`config.mk`:
```
export PLATFORM = sky130hd
export DESIGN_NAME = sensor_bus
export DESIGN_NICKNAME = d
export VERILOG_FILES = /design/src/hw/sensor_bus_pkg.sv /design/src/hw/sensor_bus.sv /design/src/hw/pixel_fifo.sv
export VERILOG_INCLUDE_DIRS = /design/src /design/src/hw
export SDC_FILE = /design/constraint.sdc
export NUM_CORES = 1
export LEC_CHECK = 0
export BUFFER_PORTS_ARGS = -buffer_cell sky130_fd_sc_hd__buf_2
export CORE_MARGIN = 1
export CORE_UTILIZATION = 58
export CTS_BUF_LIST = sky130_fd_sc_hd__clkbuf_8
export DETAILED_ROUTE_END_ITERATION = 7
export PLACE_DENSITY_LB_ADDON = 0.15
export SETUP_SLACK_MARGIN = 0.15
export SLEW_MARGIN = 20
export SYNTH_ARGS = -nofsm -noshare
export SYNTH_HDL_FRONTEND = slang
export SYNTH_SLANG_ARGS = --single-unit
```
`constraint.sdc`:
```
create_clock -name clk -period 6.1 [get_ports clk]
set_clock_uncertainty 0.2 [all_clocks]
set_input_delay 1.22 -clock clk [delete_from_list [all_inputs] [get_ports clk]]
set_output_delay 1.22 -clock clk [all_outputs]
set_load 0.005 [all_outputs]
```
`src/hw/sensor_bus_regs.svh`:
```
/*
 * Timing counts and window positions for the sensor drive and image bus block.
 * Assumes the includer counts positions in image clock periods from line start.
 */
`ifndef SENSOR_BUS_REGS_SVH
`define SENSOR_BUS_REGS_SVH
// master clock rising edges per half image clock, per memory mode
`define HALF_L 5'h08
`define HALF_M 5'h04
`define HALF_H 5'h01
// begin and shift gate pulse length, image clocks
`define BEGIN_LEN 16'h0004
// offset sample window
`define OFS_START 16'h0008
`define OFS_END 16'h0028
// gain adjust window
`define GAIN_START 16'h0030
`define GAIN_END 16'h00c8
// fifo shape in the pixel path
`define PIX_FIFO_DEPTH 8
`define PIX_FIFO_WIDTH 2
`endif

```
`src/hw/sensor_bus_pkg.sv`:
```
/*
 * Types shared by the sensor drive and image bus block.
 * Assumes nothing beyond a SystemVerilog compiler.
 */
package sensor_bus_pkg;
    typedef enum logic [1:0] {SCAN_FREE, SCAN_CYCLE, SCAN_TRIGGER, SCAN_SPARE} scan_t;
    typedef enum logic [1:0] {MEM_L, MEM_M, MEM_H, MEM_T} mem_t;
endpackage

```
`src/hw/sensor_bus.sv`:
```
/*
 * Sensor drive, line timing and binary image bus (serial or packed parallel).
 * Assumes 100 MHz clk; pins from outside pass two flops; pixels arrive on clk.
 */
// Notes on behaviour
// - line sync pin is input in slave mode, output when master and sync select set
// - master mode with sync select clear copies master clock to its output pin
// - ccd type gives two half-rate phase clocks, otherwise full-rate shift clock
// - gate pin carries shift gate for ccd, else bipolar or photocell begin pulse
// - reset mode clear gives alternating reset clocks, set gives reset and sample clocks
// - timing selector picks offset, gain, user all lines or user valid lines
// - overflow gain outputs low ask for less gain, high for more
// - offset window high while sampling, low while holding
// - gain window high while adjusting, low while holding
// - trigger scan: low request forces begin pulse low, then line shifts out
// - cycle scan: low request enables the next line, which then shifts out
// - free scan ignores request, lines start on the period and all shift out
// - parallel mode: transfer request low when a byte waits, high otherwise
// - serial mode: shared pin is video enable, low while serial data valid
// - video serial clock runs in both modes to time serial data
// - serial data low for black, high for white
// - parallel data driven while acknowledge low, released while high
// - packed byte holds up to eight pixels, 1 black, first pixel in msb
`timescale 1ns/1ps
`include "sensor_bus_regs.svh"
module sensor_bus
    import sensor_bus_pkg::*;
(
    input wire logic clk,
    input wire logic srst,
    input wire logic master_clock_in,
    output logic master_clock_out,
    input wire logic master_select,
    input wire logic sync_pin_select,
    input wire logic line_sync_n_in,
    output logic line_sync_n_out,
    output logic line_sync_oe_n,
    input wire mem_t mem_mode,
    input wire scan_t scan_mode,
    input wire logic [15:0] line_period,
    input wire logic [15:0] user_start,
    input wire logic [15:0] user_end,
    input wire logic sensor_type_select,
    input wire logic contact_type_select,
    input wire logic reset_mode_select,
    input wire logic timing_select_high,
    input wire logic timing_select_low,
    output logic phase_one_clock,
    output logic phase_two_clock,
    output logic sensor_gate,
    output logic reset_clock_one,
    output logic reset_clock_two,
    output logic sensor_timing_out,
    input wire logic over_one,
    input wire logic over_two,
    output logic overflow_gain_one,
    output logic overflow_gain_two,
    output logic offset_window,
    output logic gain_adjust_window,
    input wire logic pixel_valid,
    output logic pixel_ready,
    input wire logic pixel_white,
    input wire logic pixel_last,
    input wire logic parallel_interface_select,
    input wire logic video_request_n,
    input wire logic transfer_acknowledge_n,
    output logic request_or_enable_n,
    output logic video_serial_clock,
    output logic video_serial_data,
    output logic [7:0] parallel_image_data,
    output logic parallel_image_data_oe_n
);
    ////////////////////////////////////////////////////////////////////////
    // pin synchronisers
    logic [2:0] mck_s;
    logic [2:0] sync_s;
    logic [2:0] req_s;
    logic [2:0] ack_s;
    logic [4:0] half_cnt_r;
    logic ck_r;
    logic half_r;
    logic mclk_rise;
    logic half_tick;
    logic pix_tick;
    logic [4:0] half_len;

    // two flops then an edge flop; only stage 1 and 2 are read by logic
    always_ff @(posedge clk) begin
        if (srst) begin
            mck_s <= '0;
            sync_s <= '1;
            req_s <= '1;
            ack_s <= '1;
        end else begin
            mck_s <= {mck_s[1:0], master_clock_in};
            sync_s <= {sync_s[1:0], line_sync_n_in};
            req_s <= {req_s[1:0], video_request_n};
            ack_s <= {ack_s[1:0], transfer_acknowledge_n};
        end
    end

    ////////////////////////////////////////////////////////////////////////
    // image clock from master clock edges
    function automatic logic [4:0] half_of(input mem_t m);
        case (m)
            MEM_L: half_of = `HALF_L;
            MEM_M: half_of = `HALF_M;
            default: half_of = `HALF_H;
        endcase
    endfunction

    assign half_len = half_of(mem_mode);
    assign mclk_rise = mck_s[1] & ~mck_s[2];
    assign half_tick = mclk_rise && (half_cnt_r >= half_len - 5'h01); // copes with mode change
    assign pix_tick = half_tick & ck_r; // image clock falls here
    // half period counter, image clock level and ccd half-rate phase
    always_ff @(posedge clk) begin
        if (srst) begin
            half_cnt_r <= '0;
            ck_r <= 1'b0;
            half_r <= 1'b0;
        end else if (mclk_rise) begin
            half_cnt_r <= half_tick ? 5'h00 : half_cnt_r + 5'h01;
            if (half_tick) begin
                ck_r <= ~ck_r;
                half_r <= half_r ^ ck_r;
            end
        end
    end

    // master clock copy onto its output pin in master mode with sync select clear
    always_ff @(posedge clk) begin
        if (srst) begin
            master_clock_out <= 1'b0;
        end else begin
            master_clock_out <= mck_s[1] & master_select & ~sync_pin_select;
        end
    end

    ////////////////////////////////////////////////////////////////////////
    // line timing and scan modes
    logic [15:0] pos_r;
    logic armed_r;
    logic line_valid_r;
    logic line_start;
    logic req_fall;
    logic wrap;
    logic begin_on;
    assign req_fall = ~req_s[1] & req_s[2];
    assign wrap = pix_tick && (pos_r >= line_period - 16'h0001);

    // line start source: sync pin in slave mode, own timing in master mode except request fall in trigger scan
    always_comb begin
        line_start = 1'b0;
        if (!master_select) begin
            line_start = ~sync_s[1] & sync_s[2];
        end else begin
            case (scan_mode)
                SCAN_FREE: line_start = wrap;
                SCAN_CYCLE: line_start = wrap & armed_r;
                SCAN_TRIGGER: line_start = req_fall;
                default: line_start = wrap;
            endcase
        end
    end

    // position counter and request latch; a new request wins over the clear
    always_ff @(posedge clk) begin
        if (srst) begin
            pos_r <= 16'hffff;
            armed_r <= 1'b0;
            line_valid_r <= 1'b0;
        end else begin
            if (line_start) begin
                pos_r <= 16'h0000;
                line_valid_r <= (scan_mode != SCAN_CYCLE) | armed_r;
            end else if (pix_tick && pos_r != 16'hffff) begin
                pos_r <= pos_r + 16'h0001;
            end
            if (~req_s[1]) begin
                armed_r <= 1'b1;
            end else if (line_start) begin
                armed_r <= 1'b0;
            end
        end
    end

    assign begin_on = (pos_r < `BEGIN_LEN);

    ////////////////////////////////////////////////////////////////////////
    // sensor drive pins
    logic ofs_on;
    logic gain_on;
    logic user_on;
    assign ofs_on = (pos_r >= `OFS_START) && (pos_r <= `OFS_END);
    assign gain_on = (pos_r >= `GAIN_START) && (pos_r <= `GAIN_END);
    assign user_on = (pos_r >= user_start) && (pos_r <= user_end);

    // registered drive outputs
    always_ff @(posedge clk) begin
        if (srst) begin
            phase_one_clock <= 1'b0;
            phase_two_clock <= 1'b0;
            sensor_gate <= 1'b0;
            reset_clock_one <= 1'b0;
            reset_clock_two <= 1'b0;
            sensor_timing_out <= 1'b0;
            offset_window <= 1'b0;
            gain_adjust_window <= 1'b0;
            overflow_gain_one <= 1'b1;
            overflow_gain_two <= 1'b1;
            line_sync_n_out <= 1'b1;
            line_sync_oe_n <= 1'b1;
        end else begin
            if (sensor_type_select) begin
                phase_one_clock <= half_r;
                phase_two_clock <= ~half_r;
                sensor_gate <= begin_on;
            end else begin
                phase_one_clock <= ck_r;
                phase_two_clock <= ck_r;
                sensor_gate <= contact_type_select ? ~begin_on : begin_on;
            end
            if (!reset_mode_select) begin
                reset_clock_one <= ck_r & half_r;
                reset_clock_two <= ck_r & ~half_r;
            end else begin
                reset_clock_one <= ck_r;
                reset_clock_two <= ~ck_r;
            end
            case ({timing_select_high, timing_select_low})
                2'b00: sensor_timing_out <= ofs_on;
                2'b01: sensor_timing_out <= gain_on;
                2'b10: sensor_timing_out <= user_on;
                default: sensor_timing_out <= user_on & line_valid_r;
            endcase
            offset_window <= ofs_on;
            gain_adjust_window <= gain_on;
            overflow_gain_one <= ~(gain_on & over_one);
            overflow_gain_two <= ~(gain_on & over_two);
            line_sync_n_out <= ~begin_on;
            line_sync_oe_n <= ~(master_select & sync_pin_select);
        end
    end

    ////////////////////////////////////////////////////////////////////////
    // pixel fifo: back-pressure reaches the pixel source
    logic f_valid;
    logic f_ready;
    logic [1:0] f_data;
    logic pop;
    logic last_r;
    logic sen_r;
    logic byte_full_r;
    logic [2:0] bit_cnt_r;
    logic [6:0] pack_r;
    logic ack_seen_r;

    pixel_fifo #(
        .WIDTH(`PIX_FIFO_WIDTH),
        .DEPTH(`PIX_FIFO_DEPTH)
    ) u_fifo (
        .clk(clk),
        .srst(srst),
        .s_valid(pixel_valid),
        .s_ready(pixel_ready),
        .s_data({pixel_last, pixel_white}),
        .m_valid(f_valid),
        .m_ready(f_ready),
        .m_data(f_data)
    );

    // one pixel per image clock; a gap follows each line end
    assign pop = pix_tick & f_valid & ~last_r & ~(parallel_interface_select & byte_full_r);
    assign f_ready = pop;

    ////////////////////////////////////////////////////////////////////////
    // serial output, shared request/enable pin and parallel packing
    always_ff @(posedge clk) begin
        if (srst) begin
            sen_r <= 1'b0;
            last_r <= 1'b0;
            video_serial_data <= 1'b1;
        end else if (pop) begin
            sen_r <= 1'b1;
            last_r <= f_data[1];
            video_serial_data <= f_data[0];
        end else if (pix_tick & last_r) begin
            sen_r <= 1'b0;
            last_r <= 1'b0;
        end
    end

    // clock idles high, runs while a line shifts
    assign video_serial_clock = ~sen_r | ck_r;

    // byte packing; the acknowledge rising edge releases the byte
    always_ff @(posedge clk) begin
        if (srst) begin
            byte_full_r <= 1'b0;
            bit_cnt_r <= 3'h0;
            pack_r <= 7'h00;
            parallel_image_data <= 8'h00;
            ack_seen_r <= 1'b0;
        end else begin
            if (pop & parallel_interface_select) begin
                pack_r <= {pack_r[5:0], ~f_data[0]};
                bit_cnt_r <= bit_cnt_r + 3'h1;
                if (bit_cnt_r == 3'h7 || f_data[1]) begin
                    parallel_image_data <= {pack_r, ~f_data[0]} << (3'h7 - bit_cnt_r);
                    byte_full_r <= 1'b1;
                    bit_cnt_r <= 3'h0;
                end
            end else if (byte_full_r & ack_seen_r & ack_s[1]) begin
                byte_full_r <= 1'b0;
            end
            ack_seen_r <= byte_full_r & ~ack_s[1];
        end
    end

    // shared pin and data enables
    always_ff @(posedge clk) begin
        if (srst) begin
            request_or_enable_n <= 1'b1;
            parallel_image_data_oe_n <= 1'b1;
        end else if (parallel_interface_select) begin
            request_or_enable_n <= ~byte_full_r | ack_seen_r;
            parallel_image_data_oe_n <= ack_s[1];
        end else begin
            request_or_enable_n <= ~sen_r;
            parallel_image_data_oe_n <= 1'b1;
        end
    end
endmodule // sensor_bus

```
`src/hw/pixel_fifo.sv`:
```
/*
 * Small synchronous fifo with valid/ready on both sides.
 * Assumes one clock and a synchronous active high reset.
 */
`timescale 1ns/1ps
module pixel_fifo #(
    parameter int WIDTH = 2,
    parameter int DEPTH = 8
) (
    input wire logic clk,
    input wire logic srst,
    input wire logic s_valid,
    output logic s_ready,
    input wire logic [WIDTH-1:0] s_data,
    output logic m_valid,
    input wire logic m_ready,
    output logic [WIDTH-1:0] m_data
);
    localparam int AW = $clog2(DEPTH);
    logic [WIDTH-1:0] mem [DEPTH];
    logic [AW-1:0] wp_r;
    logic [AW-1:0] rp_r;
    logic [AW:0] cnt_r;
    logic push;
    logic pop;

    // honest full and empty from the fill count
    assign s_ready = (cnt_r != (AW+1)'(DEPTH));
    assign m_valid = (cnt_r != '0);
    assign push = s_valid & s_ready;
    assign pop = m_valid & m_ready;
    assign m_data = mem[rp_r];

    // storage
    always_ff @(posedge clk) begin
        if (push) begin
            mem[wp_r] <= s_data;
        end
    end

    // pointers and count
    always_ff @(posedge clk) begin
        if (srst) begin
            wp_r <= '0;
            rp_r <= '0;
            cnt_r <= '0;
        end else begin
            if (push) begin
                wp_r <= (wp_r == AW'(DEPTH-1)) ? '0 : wp_r + 1'b1;
            end
            if (pop) begin
                rp_r <= (rp_r == AW'(DEPTH-1)) ? '0 : rp_r + 1'b1;
            end
            cnt_r <= cnt_r + (AW+1)'(push) - (AW+1)'(pop);
        end
    end
endmodule // pixel_fifo

```
Word level (Yosys, flattened, before mapping)
Memory sizes are Yosys's and may differ from the RTL's. A register that Yosys moved wholly into a read port is not among the register bits.
Cells that the tools add are included.
{"block": "word_totals", "wordCells": 161, "ramBits": 16, "input_bits": 71, "regBits": 84, "out_inout_bits": 26, "n_memories": 1}
{"name": "u_fifo.mem", "words": 8, "width": 2, "read_ports": 1, "rd_clocked_by_memory_dff": 1, "write_ports": 1, "line": "pixel_fifo.sv:20", "rtl": "logic [WIDTH-1:0] mem [DEPTH];"}
{"block": "classes", "n_addsub": 10, "n_reduce_logical": 17, "n_mux": 29, "n_bitwise": 45, "shifts": 1, "order_cmp": 9, "eq_ne": 13}
{"operator": "greater-or-equal comparator 16 bit", "n": 2}
{"operator": "two-way mux 16 bit", "n": 2}
{"operator": "bitwise AND 1 bit", "n": 24}
{"operator": "two-way mux 1 bit", "n": 18}
{"operator": "NOT 1 bit", "n": 17}
{"operator": "adder 16 x 1 -> 16 bit (second input constant)", "n": 1}
{"operator": "greater-or-equal comparator 16 x 4 -> 1 bit (second input constant)", "n": 1}
{"operator": "greater-or-equal comparator 16 x 6 -> 1 bit (second input constant)", "n": 1}
{"operator": "less-or-equal comparator 16 bit", "n": 1}
{"operator": "less-or-equal comparator 16 x 6 -> 1 bit (second input constant)", "n": 1}
{"operator": "less-or-equal comparator 16 x 8 -> 1 bit (second input constant)", "n": 1}
{"operator": "less-than comparator 16 x 3 -> 1 bit (second input constant)", "n": 1}
{"operator": "inequality test 16 bit (second input constant)", "n": 1}
{"operator": "subtractor 16 x 1 -> 16 bit (second input constant)", "n": 1}
{"operator": "two-way mux 3 bit", "n": 5}
{"operator": "adder 3 x 1 -> 3 bit (second input constant)", "n": 3}
{"operator": "equality test 3 bit (second input constant)", "n": 3}
{"operator": "case mux 4 bit (2 select lines)", "n": 1}
{"operator": "<< shifter 8 x 3 -> 8 bit", "n": 1}
{"operator": "equality test 2 x 1 -> 1 bit (second input constant)", "n": 3}
{"operator": "logical AND 1 bit", "n": 6}
{"operator": "inequality test 2 x 1 -> 1 bit (second input constant)", "n": 3}
{"operator": "AND reduction 2 bit", "n": 3}
{"operator": "nonzero test 2 bit", "n": 3}
{"operator": "17 further kinds", "n": 21}

Longest topological paths before layout
Gate-level depths: netlist of the first run.
{"block": "depth", "word_depth": 12, "ltp_mapped": 14, "ltp_nobuf": 14}

By module
Synthesis of the first run repeated with hierarchy kept, for this count alone.
{"block": "unflattened", "cells_unflattened": 660, "area_unflattened_um2": 6112.1}
{"module": "sensor_bus", "seq_area_each_um2": 1481.4, "cells_per_inst": 558, "n_inst": 1, "area_per_inst_um2": 4778.3}
{"module": "pixel_fifo", "seq_area_each_um2": 740.7, "cells_per_inst": 102, "n_inst": 1, "area_per_inst_um2": 1333.8}

Worst setup path after synthesis of the first run
OpenSTA, ideal clock, no wires.
{"block": "synth_timing", "kind": "input-to-reg", "startpoint": "input port line_period[5]", "endpoint": "register pos_r[10]", "t_required_ns": 5.830, "setup_slack_ns": 1.649, "n_path_buf": 1, "t_arrival_ns": 4.180, "path_stages": 13, "setup_time_ns": 0.070, "path_cell_list": "nor4_1 -> nand2_1 -> or3_1 -> nor3_1 -> xnor2_1 -> ha_1 -> a21o_1 -> a2111oi_0 -> nand2_1 -> a221oi_1 -> nor3_1 -> clkbuf_1 -> a21oi_1"}
{"block": "synth_via", "elab_chain_cells": 7, "elab_cells_between_ends": 8, "cone_classes": "1 x add/sub; 1 x order compare; 3 x mux; 1 x bitwise; 2 x reduce/logical"}
{"element": "start: declaration", "line": "sensor_bus.sv:40", "rtl": "input wire logic [15:0] line_period,"}
{"element": "subtractor 16 x 1 -> 16 bit (*)", "line": "sensor_bus.sv:150", "rtl": "assign wrap = pix_tick && (pos_r >= line_period - 16'h0001);"}
{"element": "greater-or-equal comparator 16 bit (*)", "line": "sensor_bus.sv:150"}
{"element": "logical AND 1 bit (*)", "line": "sensor_bus.sv:150"}
{"element": "bitwise AND 1 bit", "line": "sensor_bus.sv:160", "rtl": "SCAN_CYCLE: line_start = wrap & armed_r;"}
{"element": "case mux 1 bit (2 select lines) (*)", "line": "sensor_bus.sv:158", "rtl": "case (scan_mode)"}
{"element": "two-way mux 1 bit (*)", "line": "sensor_bus.sv:155", "rtl": "if (!master_select) begin"}
{"element": "two-way mux 16 bit or nonzero test 2 bit (tied branches)"}
{"element": "end signal: assignment", "line": "sensor_bus.sv:178", "rtl": "pos_r <= pos_r + 16'h0001;"}
{"element": "end: declaration", "line": "sensor_bus.sv:142", "rtl": "logic [15:0] pos_r;"}
Every way passes the cells marked *; elsewhere a longest branch is shown, timed or not.
A chain may end at the register's enable or synchronous reset.

Worst setup path in the final report of the first run
{"block": "layout_timing", "startpoint": "input port line_period[3]", "endpoint": "register line_valid_r"}
{"block": "layout_via", "elab_chain_cells": 6}
{"element": "subtractor 16 x 1 -> 16 bit (*)", "line": "sensor_bus.sv:150"}
{"element": "greater-or-equal comparator 16 bit (*)", "line": "sensor_bus.sv:150"}
{"element": "logical AND 1 bit (*)", "line": "sensor_bus.sv:150"}
{"element": "bitwise AND 1 bit", "line": "sensor_bus.sv:160"}
{"element": "case mux 1 bit (2 select lines) (*)", "line": "sensor_bus.sv:158"}
{"element": "two-way mux 1 bit (*)", "line": "sensor_bus.sv:155"}
{"element": "end signal: assignment", "line": "sensor_bus.sv:176", "rtl": "line_valid_r <= (scan_mode != SCAN_CYCLE) | armed_r;"}
{"element": "end: declaration", "line": "sensor_bus.sv:144", "rtl": "logic line_valid_r;"}
Marked as above.

==> results of run 1 <==
flip-flops by register name, indices dropped and copies added, names as in the netlist, 2 cells and up, named ones only:
name and flops:
pos_r 16, u_fifo.rp_r 3, ack_s 2, sync_s 3, half_cnt_r 5, mck_s 3, bit_cnt_r 3, u_fifo.cnt_r 4
u_fifo.wp_r 3, req_s 3, u_fifo.mem 16, parallel_image_data 8, pack_r 7
layer usage:
layer,global-route usage [%],vias to the layer above
li1,-,2432
met1,33.8,2256
met5,0,-
met3,4.95,17
met4,7.48,0
met2,44.9,136
critical path, stage by stage:
cell and delay (ns):
buf_2 0.12, nor4_1 0.37, nand2_1 0.17, or4_1 0.61, nor3_1 0.29, xnor2_1 0.17, ha_1 0.28, a2111oi_0 0.57
nand2_1 0.16, a221oi_1 0.36, nor2_1 0.17, a311oi_1 0.28
worst min path at each step:
stage | startpoint | end | slack [ns]
finish | ack_s[0]$_SDFF_PP1_ | ack_s[1]$_SDFF_PP1_ | 0.23
floorplan | ack_s[0]$_SDFF_PP1_ | ack_s[1]$_SDFF_PP1_ | 0.19
CTS | sync_s[0]$_SDFF_PP1_ | sync_s[1]$_SDFF_PP1_ | 0.22
global placement | sync_s[0]$_SDFF_PP1_ | sync_s[1]$_SDFF_PP1_ | 0.20
detailed placement | sync_s[0]$_SDFF_PP1_ | sync_s[1]$_SDFF_PP1_ | 0.20
global route | sync_s[0]$_SDFF_PP1_ | sync_s[1]$_SDFF_PP1_ | 0.25
area by class of cell:
cell class                      count  area, µm²  share of cell area, %
Antenna cell                        1       2.50                 0.0372
Clock buffer                        9        124                   1.84
Clock inverter                      7       83.8                   1.25
Inverter                           58        218                   3.24
Multi-Input combinational cell    454       3400                   50.5
Sequential cell                   103       2220                   33.0
Tap cell                          133        166                   2.47
Timing Repair Buffer              100        510                   7.59
cells in the final DEF (no fill, tap or decap), types with 3 or more instances in the layout:
cell,Yosys,routed
a2111oi_0,3,3
a211oi_1,3,3
a21o_1,9,9
a21oi_1,43,43
and3_1,4,4
and4_1,5,5
buf_2,2,96
buf_4,0,4
clkbuf_8,0,9
dfxtp_1,87,87
edfxtp_1,16,16
ha_1,71,71
inv_1,58,59
mux2_2,3,3
mux2i_1,17,17
mux4_2,6,6
nand2_1,47,47
nand2b_1,11,11
nand3_1,11,11
nand3b_1,3,3
nand4_1,14,14
nor2_1,47,47
nor2b_1,13,13
nor3_1,19,19
nor3b_1,4,4
nor4_1,9,9
o21ai_0,11,11
or2_2,10,10
or3_1,10,10
xnor2_1,20,20
xor2_1,16,16
cell families (layout without fill, tap and decap cells):
| family | after synthesis | in the layout | share of synthesized area [%] |
|---|---|---|---|
| xor gates and xnor gates | 36 | 36 | 5.32 |
| DFF | 103 | 103 | 37.5 |
| AOI/OAI and AO/OA | 102 | 102 | 11.3 |
| muxes | 28 | 28 | 6.61 |
| adders and majority gates | 72 | 72 | 15.3 |
| other | 0 | 1 | 0 |
| and+or+nand+nor | 216 | 216 | 18.8 |
| buffers and inverters | 76 | 174 | 5.11 |
power breakdown:
group | internal (µW) | switching [µW]
registers | 715 | 25.6
clock network | 195 | 249
logic | 120 | 141
through the flow:
step	setup slack, ns	power, µW
after floorplan	1.65	928
after global placement	1.23	999
after detailed placement	1.10	1020
after CTS	1.47	1450
after global routing	1.23	1520
final	1.41	1450
==> metrics, run 1 <==
placed cell area about 0.0065 mm²; CTS max path bufs 2; post-synth top area share slightly below 30%; Max VDD drop around 0.00012 V; drt via density ~5.6; top cells by count, synth dfxtp_1, ha_1, inv_1; Worst Setup End Kind register; Worst Tran Pin Value between 0.8 and 0.9 ns; end-of-flow core utilization 68.5%; # rows 36; pwr/cell area 215 mW/mm²; count leader, synth dfxtp_1; cts bufs inserted 9; Max Used Layer met4; Final Non-Filler Cells 865; setup repair after global routing missed its margin false; DPL Wire Length between 9 and 10 mm; DP Cell Count approximately 850; Iter 0 DRT Violations roughly 270; R2R cell count 13; Fmax achieved between 0.2 and 0.25 GHz; CTS H-Tree Depth 3; yosys warns 0; kind of critical path in -> reg; Die H just over 100 µm; final hold violation count 0; DRT antenna net count 0; via count about 4,800; CP arrival roughly 4.8 ns; number of global-route vias before repair approximately 4,700; Core Region 0.00982 mm²; Residual DRC 0; met2 WL post-DR approximately 6.2 mm; layout cells sized above 1 approximately a fifth; starting density of the core 60.3%; nets 869; Net Count, Synth 776; WL/cell ~15 µm; Mapped Cells between 600 and 700; fin area around 0.0067 mm²; Required @ worst endpoint around 6.2 ns; post-synth top area cell dfxtp_1; Clock Latency Late Sink roughly 0.38 ns; CP endpoint line_valid_r$_SDFFE_PP0P_; Die W roughly 100 µm; Primary FF master, synth dfxtp_1; pin count of the biggest net entering global routing 59; Area Growth Syn to Fin 13.5%; ranking of synthesized cells by area dfxtp_1, ha_1, edfxtp_1; full die area 0.0106 mm²; Min Hold Slack approximately 0.23 ns; CTS tree done; min cycle time layout 4.69 ns; Reg2Reg Setup Slack around 2.6 ns; Mean Syn Cell Area roughly 9.4 µm²; Root Buffer clkbuf_8; Critical Path Start line_period[3]; hold depth 1; Worst-path clk slew approximately 0.09 ns; leak pwr roughly 0.0029 µW; met1 wire length 6.09 mm; Global Route Usage Sum a little over a quarter; CP startpoint kind input pin; met3 WL around 750 µm; Cell Area, Synth 0.00592 mm²; CTS Sinks between 100 and 150; input/output buffers 96; global route overflow 0; drt total wl roughly 13 mm; antenna violations before repair 1; Tightest Hold Check Type reg -> reg; async set-reset flop share out of synthesis 0%; fin. max-slew vios 0; post-CTS setup buffer count 0; detailed-router iteration count before antenna repair 5; Worst Path Max Fanout 5; Slew headroom between 40% and 50%; fin crit share between 70% and 80%; Max Cap Violations 0; number of synthesized register bits 103; outcome complete, no violations; worst r2r dst u_fifo.cnt_r[2]$_SDFF_PP0_; first-pass GRT wire length between 20 and 25 mm; Hold-fix buffers, CTS 0; number of synthesized flops with an enable pin 16; Setup Viol. Count Final 0; I/O Pins 97; Placer Congestion 0.877; library cells used by synthesis 63; setup total negative slack 0 ns; post-CTS sizing 0; filler instances ~830; share of the yosys chip area belonging to registers a little under two fifths; RR Startpoint half_cnt_r[2]$_SDFFE_PP0P_
No activity file was read; power rests on OpenSTA's default activity.
==> run 2: changes to the inputs <==
--- a/config.mk
+++ b/config.mk
@@ -8,7 +8,7 @@
 export LEC_CHECK = 0
 export BUFFER_PORTS_ARGS = -buffer_cell sky130_fd_sc_hd__buf_2
 export CORE_MARGIN = 1
-export CORE_UTILIZATION = 58
+export CORE_UTILIZATION = 53
 export CTS_BUF_LIST = sky130_fd_sc_hd__clkbuf_8
 export DETAILED_ROUTE_END_ITERATION = 7
 export PLACE_DENSITY_LB_ADDON = 0.15
==> constraint.sdc (replaced) <==
create_clock -name clk -period 3.9 [get_ports clk]
set_clock_uncertainty 0.2 [all_clocks]
set_input_delay 0.78 -clock clk [delete_from_list [all_inputs] [get_ports clk]]
set_output_delay 0.78 -clock clk [all_outputs]
set_load 0.005 [all_outputs]
==> run 2 against run 1 <==
Core utilization down 4.2 points. Worst hold slack worse by 0.011 ns. Largest power group unchanged. Combinational power up 63%. Critical endpoint is now u_fifo.cnt_r[2]$_SDFF_PP0_. Non-clock buffer count is 21 higher. Register-to-register slack got worse by 1.9 ns. Sequential cell count unchanged. Global-route usage decreased by 3.1 points. Total power grew 59%. Largest cell class unchanged.
==> metrics, run 2 (synthesis results as in run 1) <==
Fmax achieved about 0.28 GHz; Final Non-Filler Cells 892; first-pass GRT wire length 20.9 mm; full die area between 0.01 and 0.015 mm²; critical path's slowest cell or4_1; Placer Congestion 0.834; Tightest Hold Check Type reg -> reg; Setup Viol. Count Final 0; CTS tree done; I/O Pins 97; antenna violations before repair 0; worst r2r dst u_fifo.cnt_r[2]$_SDFF_PP0_; Slew headroom approximately a quarter; fin. max-slew vios 0; drt total wl approximately 13 mm; Worst Setup End Kind register; CTS H-Tree Depth 3; Critical Path Start mem_mode[1]; dpl ws -0.127 ns; CP startpoint kind input pin; outcome complete, no violations; Hold-fix buffers, CTS 0; via count ~4,900; Largest delay share family, worst path simple AND/OR/NAND/NOR gates; Worst path depth 15; # rows 38; input/output buffers 96; setup repair after global routing missed its margin false; Max VDD drop 0.000316 V; Die H between 100 and 150 µm; pin count of the biggest net entering global routing 59; CTS Sinks between 100 and 150; RR Startpoint half_cnt_r[2]$_SDFFE_PP0P_; nets 890; DPL Wire Length ~9.9 mm; Reg2Reg Setup Slack roughly 0.70 ns; Worst-path clk slew around 0.09 ns; end-of-flow core utilization 64.3%; layout cells sized above 1 around 22%; R2R cell count 13; Residual DRC 0; WL/cell 14.6 µm; Worst Path Max Fanout 2; leak pwr a little over 0.003 µW; Iter 0 DRT Violations around 190; WP buf/inv 4; DRT antenna net count 0; min cycle time layout 3.59 ns; antenna fix cells 0; Root Buffer clkbuf_8; setup total negative slack 0 ns; final hold violation count 0; area of the multi-input gates between 0.003 and 0.004 mm²; CP arrival about 3.6 ns; CP endpoint u_fifo.cnt_r[2]$_SDFF_PP0_; CTS max path bufs 2; cts bufs inserted 9; most frequent cells in the layout buf_2, dfxtp_1, ha_1; hold depth 1; largest registers pos_r: 16 flops, u_fifo.mem: 16 flops, parallel_image_data: 8 flops; Cell Chain, Critical Path buf_2, or2_2, ha_1, or4_1, and3_1, and2_1, nand2_1, inv_1, ha_1, inv_1, ha_1, inv_1, fa_1, xor2_1, nor2_1; Global Route Usage Sum between 20% and 30%; Min Hold Slack around 0.21 ns; DP Cell Count roughly 880; drt via density about 5.5; Area Growth Syn to Fin 17.7%; detailed-router iteration count before antenna repair 4; Die W approximately 110 µm; starting density of the core between 50% and 60%; number of global-route vias before repair ~4,500; filler instances 927; Core Region around 0.011 mm²; most common cell after layout, fill and taps aside buf_2; Clock Latency Late Sink around 0.38 ns; global route overflow 0; Worst Tran Pin Value around 1.1 ns; pwr/cell area ~330 mW/mm²; Required @ worst endpoint slightly below 4 ns; Max Cap Violations 0; fin crit share between 90% and 100%; Final WS setup around 0.31 ns; critical path's largest stage delay roughly 0.42 ns; Reg area ~0.0022 mm²; kind of critical path in -> reg
run 2: cell types whose count changed in the layout (fill, tap and decap cells not counted), sizes merged:
cell | before | now
diode | 1 | 0
clkinv | 3 | 1
bufinv | 1 | 2
buf | 100 | 121
inv | 60 | 61
run 2: layout make-up:
class                      count  area share [%]
multi-input combinational    454            49.8
inverter                      58            3.12
sequential                   103            31.9
clock buffer                   9            1.78
tap                          140            2.51
clock inverter                 7            1.27
timing repair buffer         121            9.59
run 2: per-layer routing:
metal	track usage [%]	wire, µm
met1	28.7	5820
met2	39.8	6500
met3	3.21	447
met4	9.69	244
met5	0	0
run 2: worst min path at each step:
stage / slack (ns) / endpoint / start
floorplan: 0.19 / ack_s[1]$_SDFF_PP1_ / ack_s[0]$_SDFF_PP1_
global placement: 0.19 / ack_s[1]$_SDFF_PP1_ / ack_s[0]$_SDFF_PP1_
detailed placement: 0.20 / ack_s[1]$_SDFF_PP1_ / ack_s[0]$_SDFF_PP1_
CTS: 0.22 / ack_s[1]$_SDFF_PP1_ / ack_s[0]$_SDFF_PP1_
global route: 0.24 / req_s[1]$_SDFF_PP1_ / req_s[0]$_SDFF_PP1_
finish: 0.21 / ack_s[1]$_SDFF_PP1_ / ack_s[0]$_SDFF_PP1_
run 2: stage by stage:
| step | total power [µW] | cell area [µm²] |
|---|---|---|
| 2_1_floorplan | 1450 | 5940 |
| 3_3_place_gp | 1580 | 6690 |
| 3_5_place_dp | 1600 | 6690 |
| 4_1_cts | 2320 | 6910 |
| 5_1_grt | 2430 | 6970 |
| 6_report | 2300 | 6970 |
run 2: timing repair:
| item | 4_1_cts | 5_1_grt |
|---|---|---|
| buffers inserted | 0 | 1 |
| setup endpoints to repair | 0 | 18 |
| endpoints found under the hold margin | 0 | 0 |
| resized for setup | 0 | 9 |
run 2: power by group:
group          total [µW]  switching (µW)  internal [µW]
Combinational         426             227            199
Clock                 720             362            358
Sequential           1160            39.7           1120
